### src/rtl/frc_defines.vh
// Constants for the fault routing and counting block: APB offsets, field
// positions, reset values and clock monitor timing.
// Assumes a 20 MHz system clock and an 8-bit APB byte address.
`ifndef FRC_DEFINES_VH
`define FRC_DEFINES_VH

// ============================================================
// Sizes
`define FRC_ENGINES      4
`define FRC_MODULES      16
`define FRC_SRC_W        25
`define FRC_CNT_W        5

// ============================================================
// Register byte offsets
`define FRC_OFF_CTRL     8'h00
`define FRC_OFF_STATUS   8'h04
`define FRC_OFF_SRC      8'h08
`define FRC_OFF_EVT_EN   8'h0C
`define FRC_OFF_EXT_CFG  8'h10
`define FRC_OFF_ACMP_CFG 8'h14
`define FRC_OFF_ATHR_LO  8'h18
`define FRC_OFF_ATHR_HI  8'h1C
`define FRC_OFF_DCMP0    8'h40
`define FRC_OFF_MAXCNT0  8'h50
`define FRC_OFF_ROUTE0   8'h80

// ============================================================
// Fields
`define FRC_CTRL_GEN     0
`define FRC_CTRL_EN_LSB  4
`define FRC_CTRL_MB_LSB  8
`define FRC_DCMP_EN      12
`define FRC_DCMP_ABOVE   13

// ============================================================
// Reset values
`define FRC_RST_WORD     32'h0000_0000
`define FRC_RST_MAXCNT   4'h0

// ============================================================
// Clock monitor: longest gap between oscillator ticks
`define FRC_CLK_MHZ      20
`define FRC_HF_GAP_NS    1000
`define FRC_LF_GAP_NS    100000
`define FRC_HF_GAP_CYC   ((`FRC_HF_GAP_NS * `FRC_CLK_MHZ) / 1000)
`define FRC_LF_GAP_CYC   ((`FRC_LF_GAP_NS * `FRC_CLK_MHZ) / 1000)

`endif

### src/rtl/frc_fault_module.v
// One fault counting module of a PWM engine.
// Assumes cycle_start is a one-cycle pulse marking each switching cycle.
`timescale 1ns/10ps
`include "frc_defines.vh"

module frc_fault_module (
    input  wire                   clk,
    input  wire                   resetn,
    input  wire                   fault_in,
    input  wire                   cycle_start,
    input  wire                   engine_en,
    input  wire                   global_en,
    input  wire [3:0]             max_count,
    output reg                    seen_q,
    output reg                    flag_q
);

// ============================================================
// Detection and counting
reg  [`FRC_CNT_W-1:0] count_q;
wire                  det;
wire                  first;
wire                  prev_clean;
wire [`FRC_CNT_W-1:0] base;
wire [`FRC_CNT_W-1:0] next_cnt;

assign det        = fault_in & global_en & engine_en;
// Only the first hit of a cycle counts, the rest are ignored
assign first      = det & (cycle_start | ~seen_q);
assign prev_clean = cycle_start & ~seen_q;
assign base       = prev_clean ? {`FRC_CNT_W{1'b0}} : count_q;
// Saturate so a long fault run cannot wrap below the limit
assign next_cnt   = (&base) ? base : base + 5'h01;

always @(posedge clk or negedge resetn) begin
    if (!resetn) begin
        count_q <= 5'h00;
        seen_q  <= 1'b0;
        flag_q  <= 1'b0;
    end else if (!engine_en) begin
        count_q <= 5'h00;
        seen_q  <= 1'b0;
        flag_q  <= 1'b0;
    end else begin
        if (first)
            count_q <= next_cnt;
        else
            count_q <= base;
        if (cycle_start)
            seen_q <= det;
        else
            seen_q <= seen_q | det;
        if (first && (next_cnt > {1'b0, max_count}))
            flag_q <= 1'b1;
    end
end

endmodule // frc_fault_module

### src/rtl/frc_fault_routing.v
// Fault routing and counting top: source conditioning, routing masks,
// sixteen fault modules, cycle-by-cycle blocks and an APB register slave.
// Assumes all inputs synchronous to clk and one cycle_start pulse per
// engine switching cycle.
`timescale 1ns/10ps
`include "frc_defines.vh"

module frc_fault_routing (
    input  wire        clk,
    input  wire        resetn,
    input  wire [7:0]  paddr,
    input  wire        psel,
    input  wire        penable,
    input  wire        pwrite,
    input  wire [31:0] pwdata,
    output reg  [31:0] prdata,
    output reg         pready,
    output reg         pslverr,
    input  wire [9:0]  error_converter0,
    input  wire [9:0]  error_converter1,
    input  wire [9:0]  error_converter2,
    input  wire [6:0]  acmp_result,
    input  wire [3:0]  fault_pin,
    input  wire [19:0] engine_event,
    input  wire [3:0]  pcm_trip,
    input  wire [3:0]  cycle_start,
    input  wire [3:0]  zero_current,
    input  wire        hf_osc_tick,
    input  wire        lf_osc_tick,
    output reg  [3:0]  engine_output_enable,
    output reg  [48:0] acmp_threshold,
    output reg  [3:0]  shutdown_a,
    output reg  [3:0]  shutdown_b,
    output reg  [3:0]  cycle_by_cycle_cut_a,
    output reg  [3:0]  cycle_by_cycle_cut_b
);

// ============================================================
// Functions
function dcmp_hit;
    input [13:0] cfg;
    input [9:0]  s0;
    input [9:0]  s1;
    input [9:0]  s2;
    reg   [9:0]  smp;
    begin
        case (cfg[11:10])
            2'h0:    smp = s0;
            2'h1:    smp = s1;
            default: smp = s2;
        endcase
        if (cfg[`FRC_DCMP_ABOVE])
            dcmp_hit = cfg[`FRC_DCMP_EN] & (smp > cfg[9:0]);
        else
            dcmp_hit = cfg[`FRC_DCMP_EN] & (smp < cfg[9:0]);
    end
endfunction

function [11:0] gap_next;
    input [11:0] cnt;
    input        tick;
    input [11:0] lim;
    begin
        if (tick)
            gap_next = 12'h000;
        else if (cnt >= lim)
            gap_next = lim;
        else
            gap_next = cnt + 12'h001;
    end
endfunction

// Table regions are decoded for reads and for writes alike
function in_route;
    input [7:0] a;
    begin
        if (a >= `FRC_OFF_ROUTE0 && a < 8'hC0)
            in_route = 1'b1;
        else
            in_route = 1'b0;
    end
endfunction

function in_maxcnt;
    input [7:0] a;
    begin
        if (a >= `FRC_OFF_MAXCNT0 && a < 8'h60)
            in_maxcnt = 1'b1;
        else
            in_maxcnt = 1'b0;
    end
endfunction

function in_dcmp;
    input [7:0] a;
    begin
        if (a >= `FRC_OFF_DCMP0 && a < 8'h50)
            in_dcmp = 1'b1;
        else
            in_dcmp = 1'b0;
    end
endfunction

// ============================================================
// Configuration registers
reg        global_en_q;
reg [3:0]  match_b_q;
reg [19:0] evt_en_q;
reg [7:0]  ext_cfg_q;
reg [13:0] acmp_cfg_q;
reg [13:0] dcmp_cfg_q [0:3];
reg [15:0] maxcnt_q   [0:3];
reg [24:0] route_q    [0:15];

// One loop variable per process so none has two drivers
integer i;
integer i_sd;
integer i_cfg;

// ============================================================
// Source conditioning
reg  [3:0]  dcmp_q;
reg  [3:0]  zc_seen_q;
reg  [3:0]  dcm_q;
reg  [11:0] hf_gap_q;
reg  [11:0] lf_gap_q;
wire [31:0] hf_lim_w = `FRC_HF_GAP_CYC;
wire [31:0] lf_lim_w = `FRC_LF_GAP_CYC;
// Both limits fit in twelve bits, so the upper bits are cut on purpose
wire [11:0] hf_lim   = hf_lim_w[11:0];
wire [11:0] lf_lim   = lf_lim_w[11:0];
wire        hf_fail = (hf_gap_q >= hf_lim);
wire        lf_fail = (lf_gap_q >= lf_lim);
wire [3:0]  ext_src = (fault_pin ^ ext_cfg_q[7:4]) & ext_cfg_q[3:0];
wire [6:0]  acmp_src = (acmp_result ^ acmp_cfg_q[13:7]) & acmp_cfg_q[6:0];
wire [19:0] evt_act = engine_event & evt_en_q;
wire [3:0]  eng_src;
wire [24:0] src;

genvar g;
generate
    for (g = 0; g < 4; g = g + 1) begin : g_eng_src
        assign eng_src[g] = |evt_act[5*g+4:5*g];
    end
endgenerate

assign src = {dcm_q, lf_fail, hf_fail, eng_src, ext_src, acmp_src, dcmp_q};

always @(posedge clk or negedge resetn) begin
    if (!resetn) begin
        dcmp_q    <= 4'h0;
        zc_seen_q <= 4'h0;
        dcm_q     <= 4'h0;
        hf_gap_q  <= 12'h000;
        lf_gap_q  <= 12'h000;
    end else begin
        for (i = 0; i < 4; i = i + 1) begin
            dcmp_q[i] <= dcmp_hit(dcmp_cfg_q[i], error_converter0,
                                  error_converter1, error_converter2);
            // A zero crossing in the same cycle as the boundary is kept
            if (cycle_start[i]) begin
                dcm_q[i]     <= zc_seen_q[i] | zero_current[i];
                zc_seen_q[i] <= 1'b0;
            end else begin
                zc_seen_q[i] <= zc_seen_q[i] | zero_current[i];
            end
        end
        hf_gap_q <= gap_next(hf_gap_q, hf_osc_tick, hf_lim);
        lf_gap_q <= gap_next(lf_gap_q, lf_osc_tick, lf_lim);
    end
end

// ============================================================
// Routing and fault modules
wire [15:0] fault_in;
wire [15:0] seen;
wire [15:0] flag;

generate
    for (g = 0; g < 16; g = g + 1) begin : g_mod
        if (g % 4 == 0) begin : g_cbc
            // Peak current trips join the cycle-by-cycle module input
            assign fault_in[g] = (|(src & route_q[g])) | pcm_trip[g/4];
        end else begin : g_std
            assign fault_in[g] = |(src & route_q[g]);
        end
        frc_fault_module u_mod (
            .clk         (clk),
            .resetn      (resetn),
            .fault_in    (fault_in[g]),
            .cycle_start (cycle_start[g/4]),
            .engine_en   (engine_output_enable[g/4]),
            .global_en   (global_en_q),
            .max_count   (maxcnt_q[g/4][4*(g%4)+3 -: 4]),
            .seen_q      (seen[g]),
            .flag_q      (flag[g])
        );
    end
endgenerate

// ============================================================
// Shutdown and cycle-by-cycle block
// Module order per engine: 0 cycle-by-cycle, 1 AB, 2 A, 3 B
always @(posedge clk or negedge resetn) begin
    if (!resetn) begin
        shutdown_a           <= 4'h0;
        shutdown_b           <= 4'h0;
        cycle_by_cycle_cut_a <= 4'h0;
        cycle_by_cycle_cut_b <= 4'h0;
    end else begin
        for (i_sd = 0; i_sd < 4; i_sd = i_sd + 1) begin
            shutdown_a[i_sd] <= flag[4*i_sd] | flag[4*i_sd+1] | flag[4*i_sd+2];
            shutdown_b[i_sd] <= flag[4*i_sd] | flag[4*i_sd+1] | flag[4*i_sd+3];
            // One block per engine: cut the pulse for the rest of the cycle
            cycle_by_cycle_cut_a[i_sd] <= seen[4*i_sd] & ~cycle_start[i_sd];
            cycle_by_cycle_cut_b[i_sd] <= seen[4*i_sd] & ~cycle_start[i_sd] & match_b_q[i_sd];
        end
    end
end

// ============================================================
// APB slave: one wait state, pready from a flop
wire       acc  = psel & penable;
wire       done = acc & pready;
wire       wr   = done & pwrite;
wire       take = acc & ~pready;
wire [3:0] idx  = paddr[5:2];
reg [31:0] rd_d;
reg        hit_d;

always @* begin
    rd_d  = 32'h0000_0000;
    hit_d = 1'b1;
    if (paddr[1:0] != 2'h0) begin
        hit_d = 1'b0;
    end else if (in_route(paddr)) begin
        rd_d = {7'h00, route_q[idx]};
    end else if (in_maxcnt(paddr)) begin
        rd_d = {16'h0000, maxcnt_q[idx[1:0]]};
    end else if (in_dcmp(paddr)) begin
        rd_d = {18'h00000, dcmp_cfg_q[idx[1:0]]};
    end else begin
        case (paddr)
            `FRC_OFF_CTRL:
                rd_d = {20'h00000, match_b_q, engine_output_enable, 3'h0, global_en_q};
            `FRC_OFF_STATUS:
                rd_d = {10'h000, dcm_q, lf_fail, hf_fail, flag};
            `FRC_OFF_SRC:      rd_d = {7'h00, src};
            `FRC_OFF_EVT_EN:   rd_d = {12'h000, evt_en_q};
            `FRC_OFF_EXT_CFG:  rd_d = {24'h000000, ext_cfg_q};
            `FRC_OFF_ACMP_CFG: rd_d = {17'h00000, acmp_cfg_q[13:7], 1'b0, acmp_cfg_q[6:0]};
            `FRC_OFF_ATHR_LO:
                rd_d = {1'b0, acmp_threshold[27:21], 1'b0, acmp_threshold[20:14],
                        1'b0, acmp_threshold[13:7], 1'b0, acmp_threshold[6:0]};
            `FRC_OFF_ATHR_HI:
                rd_d = {9'h000, acmp_threshold[48:42], 1'b0, acmp_threshold[41:35],
                        1'b0, acmp_threshold[34:28]};
            default:           hit_d = 1'b0;
        endcase
    end
end

always @(posedge clk or negedge resetn) begin
    if (!resetn) begin
        pready  <= 1'b0;
        pslverr <= 1'b0;
        prdata  <= `FRC_RST_WORD;
    end else begin
        // Registered answer gives exactly one wait state
        pready  <= take;
        pslverr <= take & ~hit_d;
        // Read data is taken once and then held for the master
        if (take && !pwrite)
            prdata <= rd_d;
    end
end

always @(posedge clk or negedge resetn) begin
    if (!resetn) begin
        global_en_q          <= 1'b0;
        engine_output_enable <= 4'h0;
        match_b_q            <= 4'h0;
        evt_en_q             <= 20'h00000;
        ext_cfg_q            <= 8'h00;
        acmp_cfg_q           <= 14'h0000;
        acmp_threshold       <= 49'h0_0000_0000_0000;
        for (i_cfg = 0; i_cfg < 4; i_cfg = i_cfg + 1) begin
            dcmp_cfg_q[i_cfg] <= 14'h0000;
            maxcnt_q[i_cfg]   <= {4{`FRC_RST_MAXCNT}};
        end
        for (i_cfg = 0; i_cfg < 16; i_cfg = i_cfg + 1)
            route_q[i_cfg] <= 25'h000_0000;
    end else if (wr && hit_d) begin
        if (in_route(paddr)) begin
            route_q[idx] <= pwdata[24:0];
        end else if (in_maxcnt(paddr)) begin
            maxcnt_q[idx[1:0]] <= pwdata[15:0];
        end else if (in_dcmp(paddr)) begin
            dcmp_cfg_q[idx[1:0]] <= pwdata[13:0];
        end else begin
            case (paddr)
                `FRC_OFF_CTRL: begin
                    global_en_q          <= pwdata[`FRC_CTRL_GEN];
                    engine_output_enable <= pwdata[`FRC_CTRL_EN_LSB+3:`FRC_CTRL_EN_LSB];
                    match_b_q            <= pwdata[`FRC_CTRL_MB_LSB+3:`FRC_CTRL_MB_LSB];
                end
                `FRC_OFF_EVT_EN:   evt_en_q <= pwdata[19:0];
                `FRC_OFF_EXT_CFG:  ext_cfg_q <= pwdata[7:0];
                `FRC_OFF_ACMP_CFG: acmp_cfg_q <= {pwdata[14:8], pwdata[6:0]};
                `FRC_OFF_ATHR_LO:
                    acmp_threshold[27:0] <= {pwdata[30:24], pwdata[22:16],
                                             pwdata[14:8], pwdata[6:0]};
                `FRC_OFF_ATHR_HI:
                    acmp_threshold[48:28] <= {pwdata[22:16], pwdata[14:8], pwdata[6:0]};
                default: global_en_q <= global_en_q;
            endcase
        end
    end
end

endmodule // frc_fault_routing

### config.mk
export PLATFORM = sky130hd
export DESIGN_NAME = frc_fault_routing
export DESIGN_NICKNAME = d
export VERILOG_FILES = /design/src/rtl/frc_fault_module.v /design/src/rtl/frc_fault_routing.v
export VERILOG_INCLUDE_DIRS = /design/src /design/src/rtl
export SDC_FILE = /design/constraint.sdc
export NUM_CORES = 2
export LEC_CHECK = 0
export BUFFER_PORTS_ARGS = -buffer_cell sky130_fd_sc_hd__buf_2
export CAP_MARGIN = 5
export CORE_ASPECT_RATIO = 1.75
export CORE_MARGIN = 8
export CORE_UTILIZATION = 46
export DETAILED_ROUTE_END_ITERATION = 12
export PLACE_DENSITY = 0.67
export SLEW_MARGIN = 20
export SYNTH_ARGS = -nofsm -noshare
export SYNTH_HDL_FRONTEND = slang
export SYNTH_SLANG_ARGS = --single-unit
### constraint.sdc
create_clock -name clk -period 5.3 [get_ports clk]
set_clock_uncertainty 0.15 [all_clocks]
set_input_delay 0.53 -clock clk [delete_from_list [all_inputs] [get_ports clk]]
set_output_delay 0.53 -clock clk [all_outputs]
set_load 0.005 [all_outputs]
* After elaboration in Yosys (flattened, before gate mapping) *
Cells that the tools add are included.

cells by class
  equal/unequal tests = 27
  shifts and indexed selects = 0
  multiply operators = 0
  add/subtract/negate cells = 18
  mux-type cells = 187
  bitwise operators = 185
  divide/modulo/power cells = 0
  order comparisons = 36
  reductions and logical operators = 76

operators by type and width
  kind                                         count
  AND 25 bit                                   16
  bitwise mux 400 bit                          1
  OR reduction 25 bit                          16
  2-to-1 mux 5 bit                             64
  one-hot mux 31 bit (8 select lines)          1
  AND reduction 5 bit                          22
  binary-select mux 25 bit (select 4 bit)      1
  demux 25 bit (select 4 bit)                  1
  2-to-1 mux 31 bit                            3
  2-to-1 mux 1 bit                             92
  AND 1 bit                                    85
  adder 5 x 1 -> 5 bit, second input constant  16
  > comparator 5 x 4 -> 1 bit                  16
  one-hot mux 10 bit (2 select lines)          4
  2-to-1 mux 25 bit                            3
  bitwise mux 64 bit                           1
  bitwise mux 56 bit                           1
  OR 1 bit                                     52
  2-to-1 mux 12 bit                            4
  2-to-1 mux 16 bit                            3
  2-to-1 mux 14 bit                            3
  > comparator 10 bit                          4
  < comparator 10 bit                          4
  binary-select mux 16 bit (select 2 bit)      1
  38 further kinds                             115

storage, ports and cells
  logic and storage cells = 624
  memories kept = 0
  ROM bits = 0
  register bits = 818
  output and inout bits = 103
  input bits = 120
  latch bits = 0
  memory bits (writable) = 0

* Longest topological paths before layout *
  depth in word-level cells = 22
  gate-level depth with buffers = 17
  mapped depth without buffers = 15

* Cells and area by module *
From an unflattened synthesis, not the netlist that was laid out.

unflattened totals
  cells, all modules = 3835
  area total of the unflattened synthesis = 45433.6 sq um

by module, submodules not included
  module                                  area each (sq um)  cells each  times used
  frc_fault_routing                       36022.0            2752        1
  frc_fault_module at g_mod[0].u_mod ...  590.6              68          15
  frc_fault_module at g_mod[12].u_mod     553.0              63          1

* Least setup slack after synthesis *
Ideal clock, no wire load.

  kind = input to register
  from = input port cycle_start[1]
  to = register g_mod[5].u_mod.flag_q
  path buffers = 3
  arrival = 3176 ps
  stages on the path = 16
  slack = 1853 ps
  cells stage by stage = clkbuf_1 nand2b_1 clkbuf_1 and2_1 clkbuf_1 ha_1 and3_1 nand3_1 mux2_2 ha_1 nor2b_1 o21ai_0 nand2b_1 a21oi_1 o21ai_0 a22o_1

on the way
  longest elaborated chain between the ends = 7
  elaborated cells between the ends (all ways) = 10
  classes of those cells = 1 x add/sub; 1 x order compare; 1 x eq/ne; 2 x mux; 3 x bitwise; 2 x reduce/logical

ends and longest elaborated chain
  what                                                                RTL line                RTL
  from (decl)                                                         frc_fault_routing.v:26  input wire [3:0] cycle_start,
  AND 1 bit                                                           frc_fault_module.v:30   assign prev_clean = cycle_start & ~seen_q;
  2-to-1 mux 5 bit                                                    frc_fault_module.v:31   assign base = prev_clean ? {`FRC_CNT_W{1'b0}} : count_q;
  adder 5 x 1 -> 5 bit / AND reduction 5 bit (equally long branches)  frc_fault_module.v:33   assign next_cnt = (&base) ? base : base + 5'h01;
  2-to-1 mux 5 bit                                                    frc_fault_module.v:33
  > comparator 5 x 4 -> 1 bit                                         frc_fault_module.v:53   if (first && (next_cnt > {1'b0, max_count}))
  logical AND 1 bit *                                                 frc_fault_module.v:53
  inequality test 2 x 1 -> 1 bit (no line) *                          n/a
  to (signal assigned)                                                frc_fault_module.v:39   flag_q <= 1'b0;
  to (signal assigned)                                                frc_fault_module.v:43   flag_q <= 1'b0;
  to (signal assigned)                                                frc_fault_module.v:54   flag_q <= 1'b1;
  to (decl)                                                           frc_fault_module.v:15   output reg flag_q

Every way passes the cells marked *; elsewhere a longest branch is shown, timed or not.
A chain may end at the register's enable or synchronous reset.

* Final worst setup path *
  from = register hf_gap_q[9]
  to = register g_mod[1].u_mod.count_q[1]

on the way
  longest elaborated chain between the ends = 8

ends and longest elaborated chain
  what                                         RTL line                 RTL
  from (decl)                                  frc_fault_routing.v:125  reg [11:0] hf_gap_q;
  from (signal assigned)                       frc_fault_routing.v:168  hf_gap_q <= gap_next(hf_gap_q, hf_osc_tick, hf_lim);
  greater-or-equal comparator 12 x 5 -> 1 bit  frc_fault_routing.v:132  wire hf_fail = (hf_gap_q >= hf_lim);
  AND 25 bit                                   frc_fault_routing.v:185  assign fault_in[g] = |(src & route_q[g]);
  OR reduction 25 bit                          frc_fault_routing.v:185
  AND 1 bit (2 in a row)                       frc_fault_module.v:27    assign det = fault_in & global_en & engine_en;
  AND 1 bit                                    frc_fault_module.v:29    assign first = det & (cycle_start | ~seen_q);
  2-to-1 mux 5 bit                             frc_fault_module.v:45    if (first)
  2-to-1 mux 5 bit                             frc_fault_module.v:40    end else if (!engine_en) begin
  to (signal assigned)                         frc_fault_module.v:46    count_q <= next_cnt;
  to (signal assigned)                         frc_fault_module.v:48    count_q <= base;
  to (decl)                                    frc_fault_module.v:20    reg [`FRC_CNT_W-1:0] count_q;

No other way between the ends.

==> metrics.md <==
| Metric | Value |
|---|---|
| EDFF count, synth | 0 |
| Dpl hpwl | 117,000 µm |
| Synth Cell Area | 43,900 µm² |
| Storage element area | 20,400 µm² |
| Setup violators final | 0 |
| Clk root buf | clkbuf_16 |
| GRT overflow | 0 |
| CTS clk-pin slew, worst paths | about 60 ps |
| Post-synth top area cell | dfrtp_1 |
| Top post-synthesis cells by area | dfrtp_1 47%, mux2_2 15%, mux4_2 8.0% |
| Clock share of power | 0.451 |
| Worst R2R Start | hf_gap_q[9] |
| Clock Sinks | 817 |
| Internal power | about 10 mW |
| Clock Tree Buf Depth | 3 |
| I/O Buffers | 220 |
| # IOs | 223 |
| Hold Violations, Final | 0 |
| Syn avg cell area | 11.9 µm² |
| Initial drt markers | ~3.3k |
| Die width | 249 µm |
| Clock tree from TritonCTS | done |
| Post-Layout Cell Count | 5,118 |
| Critical Path Fanout Max | 10 |
| Final worst slack | 1500 ps |
| Fin Setup TNS | 0 ps |
| Placed insts | roughly 5k |
| DRC | 0 |
| Fin util | 0.518 |
| Critical Path Source | hf_gap_q[9] |
| Wirelength, routed | 161,000 µm |
| Syn-to-layout area delta | 12.1% |
| Fill cell count | 8,298 |
| Core Box Area | between 90,000 and 100,000 µm² |
| Share of layout cells above drive strength 1 | 0.309 |
| Switch share | 0.249 |
| Max Clock Freq | 0.263 GHz |
| Final min period | 3800 ps |
| Post-cts gate resize count | 0 |
| Leak pwr | 23.6 nW |
| Synth top area share | 0.466 |
| Maximum vdd drop | 0.226 mV |
| Max-slew violation count | 0 |
| Total Nets Final | 4,075 |
| Yosys reg bits | 817 |
| Num CTS Buffers | just under 80 |
| Worst-Margin Slew | approximately 1100 ps |
| Count leader, synth | dfrtp_1 |
| Crit start category | flip-flop |
| Synth unique cells | 70 |
| Initial antenna violation count | 15 |
| Via count of the first global-routing pass | 34.2k |
| Worst EP required | 5690 ps |
| Logic pwr share | 0.078 |
| Chip height | 424 µm |
| Pre-CTS setup slack | 1220 ps |
| Vias per cell | 6.54 |
| Critical Path End Type | flip-flop |
| H-tree levels | 3 |
| Hold WC Path Type | input port to flip-flop |
| Crit path DAT | 4190 ps |
| Sequential area share after synthesis | 0.466 |
| Die area | 106,000 µm² |
| Rows | 150 |
| Max Cap Viol | 0 |
| First-pass GRT wire length | between 200,000 and 250,000 µm |
| Status | finished, final reports clean |
| Final period utilization | 0.717 |
| Cells after synthesis | 3,693 |
| Synth async-reset ratio | 1.00 |
| Via count | 33.5k |
| Power Density | around 280 nW/µm² |
| Max-slew headroom | 0.238 |
| Most used DFF post-synth | dfrtp_1 |
| Reg power frac | 0.471 |
| Min-delay src | zero_current[0] |
| GPL Wtd Cong | 1.00 |
| Initial Utilization | 0.462 |
| RSZ-0062 raised after global routing | false |
| Clk_lat worst skew | between 600 and 700 ps |
| Area of the multi-input gates | 21,900 µm² |
| Switching pwr | 3.38 mW |
| Synth top cells by count | 817 x dfrtp_1, 575 x mux2_2, 247 x nand2_1 |
| GRT Overall Usage | 0.299 |
| Antenna violation net count after detailed routing | 0 |
| Synth warn | 0 |
| Pin count of the biggest net entering global routing | 140 |
| CP Class | flip-flop to flip-flop |
| Initial DRT Pass Iterations | 7 |
| Drt wl/cell | 31.4 µm |
[final timing paths]
kind                                              end  slack (ps)  cells after the start
min in group asynchronous  g_mod[13].u_mod.count_q[2]         300                      2
max reg2reg                 g_mod[1].u_mod.count_q[1]        1500                      8
min                                      zc_seen_q[0]          60                      3
max                         g_mod[1].u_mod.count_q[1]        1500                      8
max in group asynchronous                 global_en_q        3200                      3
min reg2reg                                prdata[15]         330                      2
[through the flow]
stage	power (mW)	hold WS (ps)	cell area [µm²]
6_report	13.6	58.1	49200
5_1_grt	14.0	60.5	49100
4_1_cts	13.6	34.8	49100
3_5_place_dp	7.55	318	46200
3_3_place_gp	7.53	305	46200
2_1_floorplan	7.03	84.4	43900
[cells by family after synthesis]
group,count (synthesis),share of synthesized area
buffers and inverters,382,0.0351
other,1,0.0000855
XOR/XNOR,59,0.0118
AO/OA/AOI/OAI,652,0.102
multiplexers,858,0.258
flip-flops,817,0.466
adder cells (fa/ha/maj),124,0.0354
AND/OR/NAND/NOR,800,0.0919
[power by group through the flow]
| stage | clock (mW) | combinational [mW] | sequential (mW) |
|---|---|---|---|
| after floorplan | 0 | 0.562 | 6.47 |
| after global placement | 0 | 1.02 | 6.51 |
| after detailed placement | 0 | 1.04 | 6.51 |
| after CTS | 6.19 | 1.06 | 6.40 |
| after global routing | 6.43 | 1.15 | 6.40 |
| final | 6.12 | 1.06 | 6.40 |
[layer usage]
layer	up-vias	track usage	wire length (µm)	share of wire
li1	14000	-	-	-
met1	17100	0.317	54300	0.34
met2	1775	0.492	76900	0.48
met3	614	0.0693	12100	0.075
met4	8	0.275	17400	0.11
met5	-	0	48	0.00030
[what timing repair did]
action,in CTS,in global routing
hold endpoints to repair,110,0
hold buffers,13,0
buffers inserted,0,0
[final cells by class]
type                       instances  area share
clock buffer                     110      0.0477
timing repair buffer             327      0.0422
tap                             1216      0.0309
clock inverter                    29     0.00855
sequential                       817       0.416
multi-input combinational       2502       0.446
inverter                         105     0.00802
antenna                           12    0.000611
[state kept, by name, summed over array words and instances (netlist names), 4 cells and up]
register,cells
route_q,400
g_mod.u_mod.count_q,80
maxcnt_q,64
dcmp_cfg_q,56
acmp_threshold,49
prdata,31
evt_en_q,20
g_mod.u_mod.flag_q,16
g_mod.u_mod.seen_q,16
acmp_cfg_q,14
hf_gap_q,12
lf_gap_q,12
ext_cfg_q,8
cycle_by_cycle_cut_a,4
cycle_by_cycle_cut_b,4
dcm_q,4
dcmp_q,4
engine_output_enable,4
match_b_q,4
shutdown_a,4
shutdown_b,4
zc_seen_q,4
[cells in the final DEF (no fill, tap or decap), types with 10 or more instances in the layout]
cell type,n
nor3_1,23
and4_1,12
mux4_2,155
or3_1,10
buf_2,217
ha_1,124
a211oi_1,26
mux2i_1,78
nor2_1,93
o21a_1,13
xor2_1,43
nand2_1,246
inv_1,102
nand2b_1,43
buf_4,85
clkbuf_16,82
nor4_1,13
nand3_1,140
a22oi_1,70
and2_1,49
mux2_1,50
a22o_1,96
a21oi_1,92
xnor2_1,16
a222oi_1,15
diode_2,12
o22ai_1,14
a21o_1,24
and3_1,73
a31oi_1,23
mux2_2,575
nand4_1,24
nor2b_1,35
a221oi_1,31
dlygate4sd3_1,13
o21ai_0,178
clkbuf_8,19
dfrtp_1,817
[critical path, cell delays in order, from the launching register on]
cell and delay [ps]:
dfrtp_1 360, nor4_1 390, nand3_1 720, a22o_1 530
nor4_1 620, buf_4 230, a31oi_1 320, mux2i_1 280
nor2_1 50
No activity file was read; power rests on OpenSTA's default activity.
